===== src/shared/rpc_regs.svh =====
`ifndef RPC_REGS_SVH
`define RPC_REGS_SVH

// Clock and bit timing
`define RPC_CLK_MHZ 40
`define RPC_BIT_NS 100
`define RPC_BIT_CYC ((`RPC_BIT_NS * `RPC_CLK_MHZ) / 1000)
`define RPC_CRS_PERIOD_NS 1000
`define RPC_CRS_PERIOD_CYC ((`RPC_CRS_PERIOD_NS * `RPC_CLK_MHZ) / 1000)

// Frame timing counts, in bit times
`define RPC_PREAMBLE_BITS 8'h38
`define RPC_LOCKOUT_BITS 8'h60
`define RPC_JABBER_BITS 65536

// Carrier sense serial output
`define RPC_CRS_BITS 4'h9
`define RPC_STR_CYC 2'h2

// Reset values
`define RPC_SO_RESET 1'h1
`define RPC_REQ_N_RESET 1'h1

`endif


===== src/shared/rpc_pkg.sv =====
package rpc_pkg;

    localparam int NPORT = 9;

    typedef enum logic [2:0] {
        RPC_IDLE = 3'b000,
        RPC_PRE = 3'b001,
        RPC_DATA = 3'b010,
        RPC_JAM = 3'b011,
        RPC_LOCK = 3'b100
    } rpc_tx_t;

    typedef struct packed {
        logic ack_n;
        logic col_n;
        logic jam;
        logic dat;
    } rpc_exp_in_t;

    typedef struct packed {
        logic req_n;
        logic jam_o;
        logic jam_oe;
        logic dat_o;
        logic dat_oe;
    } rpc_exp_out_t;

    typedef struct packed {
        logic [NPORT-1:0] pol_sqe;
        logic [NPORT-1:0] rate_err;
        logic [NPORT-1:0] link_loop;
        logic [NPORT-1:0] part;
    } rpc_min_status_t;

endpackage : rpc_pkg


===== src/hw/rpc_sync.sv =====
`timescale 1ns/1ps

module rpc_sync #(
    parameter int WIDTH = 1
) (
    // Clock and reset
    input wire logic clk,
    input wire logic rst,
    // Data
    input wire logic [WIDTH-1:0] d,
    output logic [WIDTH-1:0] q
);

    typedef struct packed {
        logic [WIDTH-1:0] meta;
        logic [WIDTH-1:0] q;
    } rpc_sync_t;

    rpc_sync_t s;
    rpc_sync_t next_s;

    if (WIDTH < 1) begin : g_bad
        $error("rpc_sync: WIDTH must be at least 1");
    end

    always_comb begin
        next_s.meta = d;
        next_s.q = s.meta;
    end

    // Runs through reset so idle pin levels are settled at release
    always_ff @(posedge clk) begin
        s <= next_s;
    end

    assign q = s.q;

endmodule : rpc_sync


===== src/hw/rpc_fifo.sv =====
`timescale 1ns/1ps

module rpc_fifo #(
    parameter int WIDTH = 1,
    parameter int DEPTH = 8
) (
    // Clock and reset
    input wire logic clk,
    input wire logic rst,
    // Fill side
    input wire logic in_valid,
    output logic in_ready,
    input wire logic [WIDTH-1:0] in_data,
    // Drain side
    output logic out_valid,
    input wire logic out_ready,
    output logic [WIDTH-1:0] out_data
);

    localparam int AW = $clog2(DEPTH);

    typedef struct packed {
        logic [DEPTH-1:0][WIDTH-1:0] mem;
        logic [AW-1:0] wp;
        logic [AW-1:0] rp;
        logic [AW:0] cnt;
        logic full;
        logic empty;
    } rpc_fifo_t;

    rpc_fifo_t s;
    rpc_fifo_t next_s;

    if (DEPTH < 2 || (1 << AW) != DEPTH || WIDTH < 1) begin : g_bad
        $error("rpc_fifo: DEPTH must be a power of two, at least 2");
    end

    always_comb begin
        logic push;
        logic pop;
        push = in_valid & ~s.full;
        pop = out_ready & ~s.empty;
        next_s = s;
        if (push) begin
            next_s.mem[s.wp] = in_data;
            next_s.wp = s.wp + 1'b1;
        end
        if (pop) begin
            next_s.rp = s.rp + 1'b1;
        end
        if (push && !pop) begin
            next_s.cnt = s.cnt + 1'b1;
        end else if (pop && !push) begin
            next_s.cnt = s.cnt - 1'b1;
        end
        next_s.full = (next_s.cnt == (AW + 1)'(DEPTH));
        next_s.empty = (next_s.cnt == '0);
    end

    always_ff @(posedge clk) begin
        if (rst) begin
            s <= '{mem: '0, wp: '0, rp: '0, cnt: '0, full: 1'b0, empty: 1'b1};
        end else begin
            s <= next_s;
        end
    end

    assign in_ready = ~s.full;
    assign out_valid = ~s.empty;
    assign out_data = s.mem[s.rp];

endmodule : rpc_fifo


===== src/hw/rpc_top.sv =====
// Overview of operation
// - While jam is driven, data low means multiport, high single-port collision.
// - Jam and data float without grant, drive with request and grant, else listen.
// - Request low while any port receives or collides, or FIFO still sends.
// - Serial data moves on serial clock rising edges, asynchronous, up to 10 MHz.
// - Normal mode: commands shift in on serial input, results out on serial output.
// - Minimum mode latches serial input at reset release as polarity correction enable.
// - Minimum mode serial output streams status chosen by serial clock and input.
// - Test high at reset release selects minimum mode; test high allows loopback.
// - Store strobe goes high for two cycles, one cycle after the ninth carrier bit shifts out.
// - Per-port carrier is latched between samples so short activity is kept.
// - With the statistics chip present, store pin becomes an input after reset.
// - A valid packet is repeated to all other ports and onto expansion data.
// - Repeated packets carry at least 56 regenerated preamble bits.
// - Over 65536 bit times transmitting cuts transmitters off for 96 bit times.
// - Jabber lockup state is read by a management status command as one bit.
// - Expansion collision status drives transmit and one-port-left collision handling.
// - Outside collisions the active device drives repeated data with preamble.
// - Expansion collision input makes every device produce its own jam.
`timescale 1ns/1ps
`include "rpc_regs.svh"

module rpc_top #(
    parameter int NPORT = 9,
    parameter int JABBER_BITS = `RPC_JABBER_BITS,
    parameter int CMD_BITS = 8,
    parameter logic [CMD_BITS-1:0] OP_JABBER = 8'hA5,
    parameter int FIFO_DEPTH = 8
) (
    // Clock and reset
    input wire logic clk,
    input wire logic rst,
    // Port carrier, collision and status pins
    input wire logic [NPORT-1:0] port_crs,
    input wire logic [NPORT-1:0] port_col,
    input wire rpc_pkg::rpc_min_status_t min_status,
    // Received NRZ bits from the decoder
    input wire logic rx_valid,
    input wire logic rx_bit,
    output logic rx_ready,
    // Transmit side
    output logic [NPORT-1:0] tx_en,
    output logic tx_bit,
    // Expansion port
    input wire rpc_pkg::rpc_exp_in_t exp_in,
    output rpc_pkg::rpc_exp_out_t exp_out,
    // Carrier sense serial output and store strobe
    output logic carrier_sense_serial_out,
    input wire logic store_strobe_i,
    output logic store_strobe_o,
    output logic store_strobe_oe,
    input wire logic stat_chip_present,
    // Serial management port
    input wire logic sclk,
    input wire logic si,
    output logic so,
    input wire logic test,
    // Mode and status
    output logic minimum_mode,
    output logic polarity_correct_en,
    output logic loopback_allowed,
    output logic jabber_lockup,
    output logic store_strobe_in
);

    localparam int BIT_CYC = `RPC_BIT_CYC;
    localparam int CRS_CYC = `RPC_CRS_PERIOD_CYC;
    localparam int JW = $clog2(JABBER_BITS) + 2;
    localparam int NS = 2 * NPORT + 9;

    if (NPORT != rpc_pkg::NPORT || CMD_BITS < 2 || JABBER_BITS < 2) begin : g_bad
        $error("rpc_top: unsupported parameter values");
    end

    // ***********************
    // State
    // ***********************
    typedef struct packed {
        rpc_pkg::rpc_tx_t tx;
        logic [3:0] bdiv;
        logic [7:0] pre_cnt;
        logic [JW-1:0] jab_cnt;
        logic [7:0] lock_cnt;
        logic jabber;
        rpc_pkg::rpc_exp_out_t exp;
        logic [NPORT-1:0] tx_en;
        logic tx_bit;
        logic [NPORT-1:0] crs_latch;
        logic [NPORT-1:0] crs_shift;
        logic [3:0] crs_left;
        logic [5:0] crs_timer;
        logic crs_o;
        logic [1:0] str_cnt;
        logic str_o;
        logic str_oe;
        logic rst_d;
        logic min_mode;
        logic pol_en;
        logic sclk_d;
        logic [CMD_BITS-1:0] cmd;
        logic [CMD_BITS-1:0] resp;
        logic [7:0] bcnt;
        logic [3:0] midx;
        logic so;
    } rpc_state_t;

    rpc_state_t s;
    rpc_state_t next_s;

    // ***********************
    // Pin synchronisers
    // ***********************
    logic [NS-1:0] sync_q;
    logic [NPORT-1:0] crs_s;
    logic [NPORT-1:0] pcol_s;
    logic ack_n_s, col_n_s, jam_s, dat_s, sclk_s, si_s, test_s, str_s, paired_s;

    rpc_sync #(.WIDTH(NS)) u_sync (
        .clk(clk),
        .rst(rst),
        .d({port_crs, port_col, exp_in.ack_n, exp_in.col_n, exp_in.jam, exp_in.dat,
            sclk, si, test, store_strobe_i, stat_chip_present}),
        .q(sync_q)
    );

    assign {crs_s, pcol_s, ack_n_s, col_n_s, jam_s, dat_s, sclk_s, si_s, test_s, str_s,
            paired_s} = sync_q;

    // ***********************
    // Data FIFO
    // ***********************
    logic fifo_valid;
    logic fifo_data;
    logic fifo_pop;

    rpc_fifo #(.WIDTH(1), .DEPTH(FIFO_DEPTH)) u_fifo (
        .clk(clk),
        .rst(rst),
        .in_valid(rx_valid),
        .in_ready(rx_ready),
        .in_data(rx_bit),
        .out_valid(fifo_valid),
        .out_ready(fifo_pop),
        .out_data(fifo_data)
    );

    function automatic logic [3:0] pop_count(input logic [NPORT-1:0] v);
        logic [3:0] c;
        c = '0;
        for (int i = 0; i < NPORT; i++) begin
            c = c + {3'h0, v[i]};
        end
        return c;
    endfunction : pop_count

    // ***********************
    // Next state
    // ***********************
    always_comb begin
        logic bit_en, granted, listen, coll, single, busy, rise;
        logic [3:0] nact;
        logic [NPORT-1:0] sel;
        next_s = s;
        sel = '0;
        fifo_pop = 1'b0;
        bit_en = (s.bdiv == '0);
        nact = pop_count(crs_s | pcol_s);
        coll = (nact > 4'h1) | (|pcol_s) | ~col_n_s;
        single = (nact == 4'h1) & col_n_s;
        granted = ~ack_n_s & ~s.exp.req_n;
        listen = ~ack_n_s & s.exp.req_n;
        rise = sclk_s & ~s.sclk_d;
        next_s.sclk_d = sclk_s;
        next_s.rst_d = 1'b0;
        next_s.bdiv = (s.bdiv == 4'(BIT_CYC - 1)) ? '0 : s.bdiv + 1'b1;

        // Straps caught on the first cycle after reset release
        if (s.rst_d) begin
            next_s.min_mode = test_s;
            next_s.pol_en = test_s & si_s;
            next_s.str_oe = ~paired_s;
        end

        // Repeat, preamble, collision and jabber
        if (bit_en) begin
            unique case (s.tx)
                rpc_pkg::RPC_IDLE: begin
                    next_s.jab_cnt = '0;
                    next_s.tx_en = '0;
                    if (coll) begin
                        next_s.tx = rpc_pkg::RPC_JAM;
                    end else if (|crs_s) begin
                        next_s.tx = rpc_pkg::RPC_PRE;
                        next_s.pre_cnt = '0;
                        next_s.tx_bit = 1'b1;
                    end else if (listen) begin
                        next_s.tx_en = '1;
                        next_s.tx_bit = dat_s;
                    end
                end
                rpc_pkg::RPC_PRE: begin
                    if (s.pre_cnt == `RPC_PREAMBLE_BITS - 8'h1) begin
                        next_s.tx = rpc_pkg::RPC_DATA;
                        fifo_pop = fifo_valid;
                        next_s.tx_bit = fifo_valid ? fifo_data : s.tx_bit;
                    end else begin
                        next_s.tx_bit = ~s.tx_bit;
                        next_s.pre_cnt = s.pre_cnt + 1'b1;
                    end
                end
                rpc_pkg::RPC_DATA: begin
                    if (fifo_valid) begin
                        fifo_pop = 1'b1;
                        next_s.tx_bit = fifo_data;
                    end else if (!(|crs_s)) begin
                        next_s.tx = rpc_pkg::RPC_IDLE;
                    end
                end
                rpc_pkg::RPC_JAM: begin
                    next_s.tx_bit = ~s.tx_bit;
                    fifo_pop = fifo_valid;
                    if (!coll) begin
                        next_s.tx = rpc_pkg::RPC_IDLE;
                    end
                end
                rpc_pkg::RPC_LOCK: begin
                    next_s.lock_cnt = s.lock_cnt - 1'b1;
                    if (s.lock_cnt == 8'h1) begin
                        next_s.tx = rpc_pkg::RPC_IDLE;
                        next_s.jabber = 1'b0;
                    end
                end
                default: begin
                    next_s.tx = rpc_pkg::RPC_IDLE;
                end
            endcase
            if (s.tx inside {rpc_pkg::RPC_PRE, rpc_pkg::RPC_DATA, rpc_pkg::RPC_JAM}) begin
                next_s.jab_cnt = s.jab_cnt + 1'b1;
                if (s.jab_cnt == JW'(JABBER_BITS)) begin
                    next_s.tx = rpc_pkg::RPC_LOCK;
                    next_s.lock_cnt = `RPC_LOCKOUT_BITS;
                    next_s.jabber = 1'b1;
                end
            end
            if (coll && next_s.tx inside {rpc_pkg::RPC_PRE, rpc_pkg::RPC_DATA}) begin
                next_s.tx = rpc_pkg::RPC_JAM;
            end
            unique case (next_s.tx)
                rpc_pkg::RPC_PRE, rpc_pkg::RPC_DATA: next_s.tx_en = ~crs_s;
                rpc_pkg::RPC_JAM: next_s.tx_en = '1;
                rpc_pkg::RPC_LOCK: next_s.tx_en = '0;
                default: ;
            endcase
        end

        // Expansion port
        busy = (|crs_s) | (|pcol_s) | fifo_valid
            | (s.tx inside {rpc_pkg::RPC_PRE, rpc_pkg::RPC_DATA});
        next_s.exp.req_n = ~busy;
        next_s.exp.jam_oe = granted;
        next_s.exp.dat_oe = granted;
        next_s.exp.jam_o = (next_s.tx == rpc_pkg::RPC_JAM);
        next_s.exp.dat_o = (next_s.tx == rpc_pkg::RPC_JAM) ? single : next_s.tx_bit;

        // Carrier sense latch and serial output
        next_s.crs_latch = s.crs_latch | crs_s;
        next_s.crs_timer = s.crs_timer + 1'b1;
        if (s.crs_left != '0) begin
            next_s.crs_o = s.crs_shift[0];
            next_s.crs_shift = s.crs_shift >> 1;
            next_s.crs_left = s.crs_left - 1'b1;
            if (s.crs_left == 4'h1) begin
                next_s.str_cnt = `RPC_STR_CYC;
            end
        end
        if (s.crs_timer == 6'(CRS_CYC - 1)) begin
            next_s.crs_timer = '0;
            next_s.crs_shift = s.crs_latch | crs_s;
            next_s.crs_latch = crs_s;
            next_s.crs_left = `RPC_CRS_BITS;
        end
        if (s.str_cnt != '0) begin
            next_s.str_cnt = s.str_cnt - 1'b1;
        end
        next_s.str_o = s.str_oe & (s.str_cnt != '0);

        // Serial management and minimum mode status
        if (!s.min_mode) begin
            if (rise) begin
                next_s.cmd = {s.cmd[CMD_BITS-2:0], si_s};
                next_s.so = s.resp[CMD_BITS-1];
                next_s.resp = {s.resp[CMD_BITS-2:0], 1'b0};
                next_s.bcnt = s.bcnt + 1'b1;
                if (s.bcnt == 8'(CMD_BITS - 1)) begin
                    next_s.bcnt = '0;
                    if ({s.cmd[CMD_BITS-2:0], si_s} == OP_JABBER) begin
                        next_s.resp = {s.jabber, {(CMD_BITS - 1){1'b0}}};
                    end
                end
            end
        end else if (bit_en) begin
            unique case ({sclk_s, si_s})
                2'h0: sel = min_status.pol_sqe;
                2'h1: sel = min_status.rate_err;
                2'h2: sel = min_status.link_loop;
                2'h3: sel = min_status.part;
            endcase
            next_s.so = sel[s.midx];
            next_s.midx = (s.midx == 4'(NPORT - 1)) ? '0 : s.midx + 1'b1;
        end
    end

    always_ff @(posedge clk) begin
        if (rst) begin
            s <= '0;
            s.tx <= rpc_pkg::RPC_IDLE;
            s.exp.req_n <= `RPC_REQ_N_RESET;
            s.rst_d <= 1'b1;
            s.so <= `RPC_SO_RESET;
        end else begin
            s <= next_s;
        end
    end

    // ***********************
    // Outputs
    // ***********************
    logic test_s_q;
    logic str_q;

    assign tx_en = s.tx_en;
    assign tx_bit = s.tx_bit;
    assign exp_out = s.exp;
    assign carrier_sense_serial_out = s.crs_o;
    assign store_strobe_o = s.str_o;
    assign store_strobe_oe = s.str_oe;
    assign so = s.so;
    assign minimum_mode = s.min_mode;
    assign polarity_correct_en = s.pol_en;
    assign loopback_allowed = test_s_q;
    assign jabber_lockup = s.jabber;
    assign store_strobe_in = str_q;

    always_ff @(posedge clk) begin
        if (rst) begin
            test_s_q <= 1'b0;
            str_q <= 1'b0;
        end else begin
            test_s_q <= test_s;
            str_q <= str_s & ~s.str_oe;
        end
    end

endmodule : rpc_top


===== config.mk =====
export PLATFORM = sky130hd
export DESIGN_NAME = rpc_top
export DESIGN_NICKNAME = d
export VERILOG_FILES = /design/src/shared/rpc_pkg.sv /design/src/hw/rpc_sync.sv /design/src/hw/rpc_fifo.sv /design/src/hw/rpc_top.sv
export VERILOG_INCLUDE_DIRS = /design/src /design/src/shared
export SDC_FILE = /design/constraint.sdc
export NUM_CORES = 1
export LEC_CHECK = 0
export BUFFER_PORTS_ARGS = -buffer_cell sky130_fd_sc_hd__buf_4
export CAP_MARGIN = 20
export CORE_UTILIZATION = 55
export DETAILED_ROUTE_END_ITERATION = 8
export HOLD_SLACK_MARGIN = 0.06
export PLACE_DENSITY_LB_ADDON = 0.2
export SLEW_MARGIN = 15
export SYNTH_ARGS = -nofsm -noshare
export SYNTH_HDL_FRONTEND = slang
export SYNTH_SLANG_ARGS = --single-unit

===== constraint.sdc =====
create_clock -name clk -period 10.27 [get_ports clk]
set_clock_uncertainty 0.2 [all_clocks]
set_input_delay 2.054 -clock clk [delete_from_list [all_inputs] [get_ports clk]]
set_output_delay 2.054 -clock clk [all_outputs]
set_load 0.01 [all_outputs]

# Yosys cells after proc, flatten, opt, wreduce, memory -nomap -nowiden
# Cells that the tools add are included.
[op_classes]
order_cmp = 5
n_eq_ne = 29
mux = 66
n_reduce_logical = 34
bitwise = 28
add_sub_neg = 21
[op_table]
columns = ["op", "n"]
rows = [
  ["2-to-1 mux 9 bit", 6],
  ["2-to-1 mux 24 bit", 2],
  ["2-to-1 mux 3 bit", 13],
  ["one-hot mux 9 bit (4 select lines)", 1],
  ["2-to-1 mux 33 bit", 1],
  ["2-to-1 mux 8 bit", 4],
  ["2-to-1 mux 28 bit", 1],
  ["2-to-1 mux 27 bit", 1],
  ["one-hot mux 9 bit (3 select lines)", 1],
  ["adder 4 x 1 -> 4 bit", 5],
  ["2-to-1 mux 10 bit", 2],
  ["adder 18 x 1 -> 18 bit, second input constant", 1],
  ["equality test 18 x 17 -> 1 bit, second input constant", 1],
  ["equality test 3 x 2 -> 1 bit, second input constant", 6],
  ["2-to-1 mux 18 bit", 1],
  ["OR 9 bit", 2],
  ["nonzero test 2 bit", 9],
  ["OR reduction 9 bit", 2],
  ["adder 8 x 1 -> 8 bit, second input constant", 2],
  ["2-to-1 mux 16 bit", 1],
  ["2-to-1 mux 4 bit", 4],
  ["one-hot mux 8 bit (2 select lines)", 1],
  ["one-hot mux 3 bit (5 select lines)", 1],
  ["2-to-1 mux 1 bit", 14],
  ["50 further kinds", 101],
]
[word_totals]
regBits = 198
elab_cells = 230
in_bits = 67
output_inout_bits = 25

# Logic depth before layout (Yosys ltp)
[depth]
depth_word = 26
ltp_mapped = 14
ltp_nobuf = 14

# Hierarchy
# From an unflattened synthesis, not the netlist that was laid out.
[hier_totals]
cells_unflattened = 844
hier_area_um2 = 8121.5
[modules_own_cells]
columns = ["mod", "cells_per_inst", "seq_area_each_um2", "area_each_um2", "n_inst"]
rows = [
  ["rpc_top", 673, 2322.2, 5938.2, 1],
  ["rpc_fifo", 117, 400.4, 1102.3, 1],
  ["rpc_sync", 54, 1081.0, 1081.0, 1],
]

# Least setup slack after synthesis
# OpenSTA, ideal clock, no wires.
[synth_path]
path_type = "flip-flop to flip-flop"
startpoint = "register u_sync.s, in the netlist u_sync.q[18]"
endpoint = "register s, in the netlist exp_out[1]"
required_time_ps = 9998
path_buffers = 0
period_less_slack_ps = 5042
t_arrival_ps = 4770
path_stages_with_launch = 15
path_slack_ps = 5228
cell_sequence = "dfxtp_1 -> nor2_1 -> fa_1 -> fa_1 -> fa_1 -> inv_1 -> fa_1 -> fa_1 -> and2b_2 -> a41oi_4 -> nor2_1 -> a2111oi_1 -> mux2_2 -> or3b_1 -> a2bb2oi_1"
[synth_via]
elab_chain_len = 25
elab_cells_between_ends = 37
[synth_lines]
columns = ["item", "line_no", "rtl"]
rows = [
  ["start: declaration", "rpc_sync.sv:19", "rpc_sync_t s;"],
  ["start signal: assignment", "rpc_sync.sv:33", "s <= next_s;"],
  ["OR 9 bit", "rpc_top.sv:167", "nact = pop_count(crs_s | pcol_s);"],
  ["adder 1 x 1 -> 2 bit", "rpc_top.sv:151", "c = c + {3'h0, v[i]};"],
  ["adder 2 x 1 -> 3 bit", "rpc_top.sv:151", ""],
  ["adder 3 x 1 -> 4 bit", "rpc_top.sv:151", ""],
  ["adder 4 x 1 -> 4 bit (5 in a row)", "rpc_top.sv:151", ""],
  ["> comparator 4 x 1 -> 1 bit", "rpc_top.sv:168", "coll = (nact > 4'h1) | (|pcol_s) | ~col_n_s;"],
  ["OR 1 bit (2 in a row)", "rpc_top.sv:168", ""],
  ["2-to-1 mux 3 bit (on tied branches)", "rpc_top.sv:222, rpc_top.sv:190", ""],
  ["(+3 left out)", "-", ""],
  ["2-to-1 mux 3 bit", "rpc_top.sv:185", "if (bit_en) begin"],
  ["equality test 3 x 1 -> 1 bit or equality test 3 x 2 -> 1 bit (tied branches)", "rpc_top.sv:245", "if (coll && next_s.tx inside {rpc_pkg::RPC_PRE, rpc_pkg::RPC_DATA}) begin"],
  ["nonzero test 2 bit", "rpc_top.sv:245", ""],
  ["logical AND 1 bit", "rpc_top.sv:245", ""],
  ["2-to-1 mux 3 bit", "rpc_top.sv:245", ""],
  ["2-to-1 mux 3 bit (2 in a row)", "rpc_top.sv:185", ""],
  ["equality test 3 x 2 -> 1 bit", "rpc_top.sv:263", "next_s.exp.dat_o = (next_s.tx == rpc_pkg::RPC_JAM) ? single : next_s.tx_bit;"],
  ["2-to-1 mux 1 bit (*)", "rpc_top.sv:263", ""],
  ["end signal: assignment", "rpc_top.sv:321", "s <= next_s;"],
  ["end: declaration", "rpc_top.sv:107", "rpc_state_t s;"],
]
# Mark *: on every way between the ends. The rest lies on a longest branch, timed or not. The select of a mux whose other input is x is not followed.
# A chain may end at the register's enable or synchronous reset.

# Worst setup path after layout
[layout_path]
startpoint = "register u_sync.s, in the netlist u_sync.q[18]"
endpoint = "register s[114] in the netlist's numbering"
[layout_via]
elab_chain_len = 14
elab_cells_between_ends = 16
[layout_lines]
columns = ["item", "line_no"]
rows = [
  ["OR 9 bit", "rpc_top.sv:167"],
  ["adder 1 x 1 -> 2 bit", "rpc_top.sv:151"],
  ["adder 2 x 1 -> 3 bit", "rpc_top.sv:151"],
  ["adder 3 x 1 -> 4 bit", "rpc_top.sv:151"],
  ["adder 4 x 1 -> 4 bit (5 in a row)", "rpc_top.sv:151"],
  ["> comparator 4 x 1 -> 1 bit", "rpc_top.sv:168"],
  ["OR 1 bit (2 in a row)", "rpc_top.sv:168"],
  ["inequality test 2 bit (no source line)", "-"],
  ["AND reduction 5 bit (no source line) (*)", "-"],
]
# Mark *: on every way between the ends. The rest lies on a longest branch, timed or not.

==> flow_metrics.py <==
metrics = {
    "outcome": {
        "status": "finished clean",
    },
    "synth": {
        "syn_nets": 915,
        "yosys_register_bits": 188,
        "synthTopCellsByCount": "188 x dfxtp_1, 119 x nor2_1, 59 x nand2_1",
        "synth.most_common_cell": "dfxtp_1",
        "synth.top_cell.area_share_pct": 48.1,
        "synth_area_um2": 7830,
        "synth.distinct_cells": 74,
        "synth-edff-count": 0,
        "yosys-top-cells-area": "dfxtp_1 48%, nor2_1 5.7%, ha_1 3.4%, xor2_1 3.4%, a21oi_1 2.9%",
        "yosysWarnings": 0,
        "async_flop_share_pct": 0,
        "synth_seq_area_share_pct": 48.1,
        "syn_inst": 822,
        "yosys.area.top_type": "dfxtp_1",
        "ys.flop_type": "dfxtp_1",
        "syn_avg_cell_area_um2": 9.52,
    },
    "worst_setup_path": {
        "critPathKind": "register to register",
        "crit_start": "u_sync.q[18]$_DFF_P_",
        "worstReg2RegStart": "u_sync.q[18]$_DFF_P_",
        "rr_worst_depth": 12,
        "critPathCapture": "s[114]$_SDFFE_PP0P_",
        "r2r_end": "s[114]$_SDFFE_PP0P_",
        "cp-start-kind": "register",
        "critPathCaptureType": "register",
        "required_ps": 10330,
        "reg2reg_slack_ps": 4600,
        "critPathArrivalTime_ps": 5740,
        "crit_path_max_fanout": 7,
    },
    "timing": {
        "rsz0062_at_grt": "false",
        "hold_slack_ps": 126,
        "hold_violations": 0,
        "setup_tns_ps": 0,
        "fin_crit_ps": 5670,
        "worstMarginPinSlew_ps": 1050,
        "final.setup.worst_slack_ps": 4600,
        "relSlewSlack_pct": 29.4,
        "fmax_mhz": 176,
        "fin_crit_sh_pct": 55.3,
        "setup-violations-final": 0,
        "slew_viol_final": 0,
    },
    "drt": {
        "ant_nets": 0,
        "num_vias": 5927,
        "routed_wl_um": 15700,
        "detail_route.iter0.violations": 427,
        "drcViolationCount": 0,
        "vias_per_cell": 5.50,
        "drt-pass1-iter-count": 7,
        "routedWlPerCell_um": 14.5,
    },
    "global_route": {
        "grt_pass1_vias": 5779,
        "grt_max_degree": 83,
        "grt_pass1_wl_um": 26100,
        "grtUsageTotal_pct": 22.2,
        "antenna_found_initial": 0,
        "overflow": 0,
    },
    "floorplanning": {
        "die_w_um": 121,
        "start_util_pct": 56.4,
        "coreArea_um2": 13900,
        "die_h_um": 121,
        "num_rows": 43,
        "dieArea_um2": 14700,
        "io_pins": 92,
    },
    "pwr": {
        "switchingPower_uw": 485,
        "switching_share_pct": 27.5,
        "finalPower_mw": 1.76,
        "ir_drop_mv": 0.127,
        "pwr-share-seq_pct": 47.2,
        "p_per_area_nw_per_um2": 194,
        "clkPwrFrac_pct": 35.5,
        "p_leak_nw": 3.64,
        "comb_power_share_pct": 17.3,
        "internal-power_mw": 1.28,
    },
    "min_path": {
        "hp-class": "register to register",
        "hp-start": "u_sync.next_s[9]$_DFF_P_",
    },
    "finish": {
        "fin_nets": 979,
        "num-fill-cells": 1112,
        "stdcell_area_um2": 9060,
        "area_growth_pct": 15.8,
        "antenna_cells": 0,
        "drive_above_1_share_pct": 18.4,
    },
    "clock_tree": {
        "postCtsSetupRepairBufs": 0,
        "cts_root_buffer": "clkbuf_16",
        "cts_buffers": 17,
        "cts-resized-gates": 0,
        "cts_tree": "done",
        "clock-sinks": 188,
        "cts_max_path_buffers": 2,
        "clk_latency_ps": 420,
        "clk_pin_slew_worst_paths_ps": 70,
        "cts_hold_buf": 0,
        "cts_max_level": 4,
    },
    "place": {
        "place_congestion": 0.894,
        "hpwlAfterDp_um": 11000,
        "placed_area_um2": 8480,
        "port_buffers": 90,
        "dpl_worst_slack_ps": 4590,
    },
    "flow_run": {
        "drv_cap": 0,
    },
}
[state kept, by name, summed over array words and instances, names as in the netlist]
name / flops
u_sync.q: 26
store_strobe_o: 1
so: 1
store_strobe_oe: 1
carrier_sense_serial_out: 1
loopback_allowed: 1
exp_out: 4
minimum_mode: 1
s: 93
tx_en: 9
store_strobe_in: 1
tx_bit: 1
jabber_lockup: 1
polarity_correct_en: 1
u_fifo.s: 20
u_sync.next_s: 26
[how the worst min path moves through the flow]
| stage | slack, ps | depth (start not counted) | to |
|---|---|---|---|
| after CTS | 130 | 0 | u_sync.q[16]$_DFF_P_ |
| after detailed placement | 110 | 0 | u_sync.q[16]$_DFF_P_ |
| final | 130 | 0 | u_sync.q[9]$_DFF_P_ |
| after global routing | 130 | 0 | u_sync.q[24]$_DFF_P_ |
| after floorplan | 110 | 0 | u_sync.q[0]$_DFF_P_ |
| after global placement | 110 | 0 | u_sync.q[20]$_DFF_P_ |
[area by class of cell]
class	instances	area, µm²	area share (%)
clock buffers	21	460	5.08
inverters	28	105	1.16
multi-input cells	557	3690	40.7
repair buffers	94	709	7.83
well taps	180	225	2.49
flip-flops and latches	188	3760	41.5
clock inverters	10	106	1.17
[routing by layer]
layer	wire length [µm]	vias up	track usage, %
met5	0	-	0
met4	181	0	9.10
met3	787	15	3.71
met2	7830	159	38.6
met1	6870	2782	27.0
li1	-	2971	-
[worst max-delay path, stage by stage (launching register included)]
cell,delay [ps]
dfxtp_1,450
nor2_1,110
fa_1,520
fa_1,520
fa_1,550
inv_1,60
fa_1,460
fa_1,460
nor4b_1,670
a41o_1,240
a41oi_1,210
o41ai_1,970
nor2_1,110
[power groups by stage]
stage	Sequential [mW]	Combinational, mW	Clock [mW]
after CTS	0.831	0.302	0.639
after floorplan	0.827	0.241	0
after global placement	0.844	0.288	0
after detailed placement	0.846	0.300	0
final	0.832	0.304	0.626
after global routing	0.839	0.337	0.670
[metrics by stage]
stage,utilization [%],cells
final,65.3,1078
after global routing,65.3,1078
after CTS,65.2,1076
after detailed placement,61.1,1045
after global placement,61.0,1044
after floorplan,-,822
[cell families after synthesis]
logic type               Yosys count  synth area share, %
adder cells (fa/ha/maj)           26                 4.64
multiplexers                      36                 5.58
XOR/XNOR                          47                 5.26
buffers and inverters             77                 4.80
AND/OR/NAND/NOR                  321                 20.3
AO/OA/AOI/OAI                    127                 11.3
flip-flops                       188                 48.1
[layout by cell type, fill, tap and decap left out, types with 5 or more instances in the layout]
cell type	instances
nand3_1	23
inv_1	28
xor2_1	30
nor4_1	9
nor3_1	28
nand2_1	59
a21oi_1	46
nand2b_1	8
nor2_1	119
nand4_1	12
mux2i_1	20
nor3b_1	6
and2_1	6
mux2_2	11
o21ai_0	16
xnor2_1	17
fa_1	5
buf_4	93
nor2b_1	5
or2_2	5
dfxtp_1	188
ha_1	21
a221oi_1	9
a211oi_1	12
mux4_2	5
and3_1	10
clkbuf_16	17
o22a_1	9
Power figures use the tool's default switching activity.
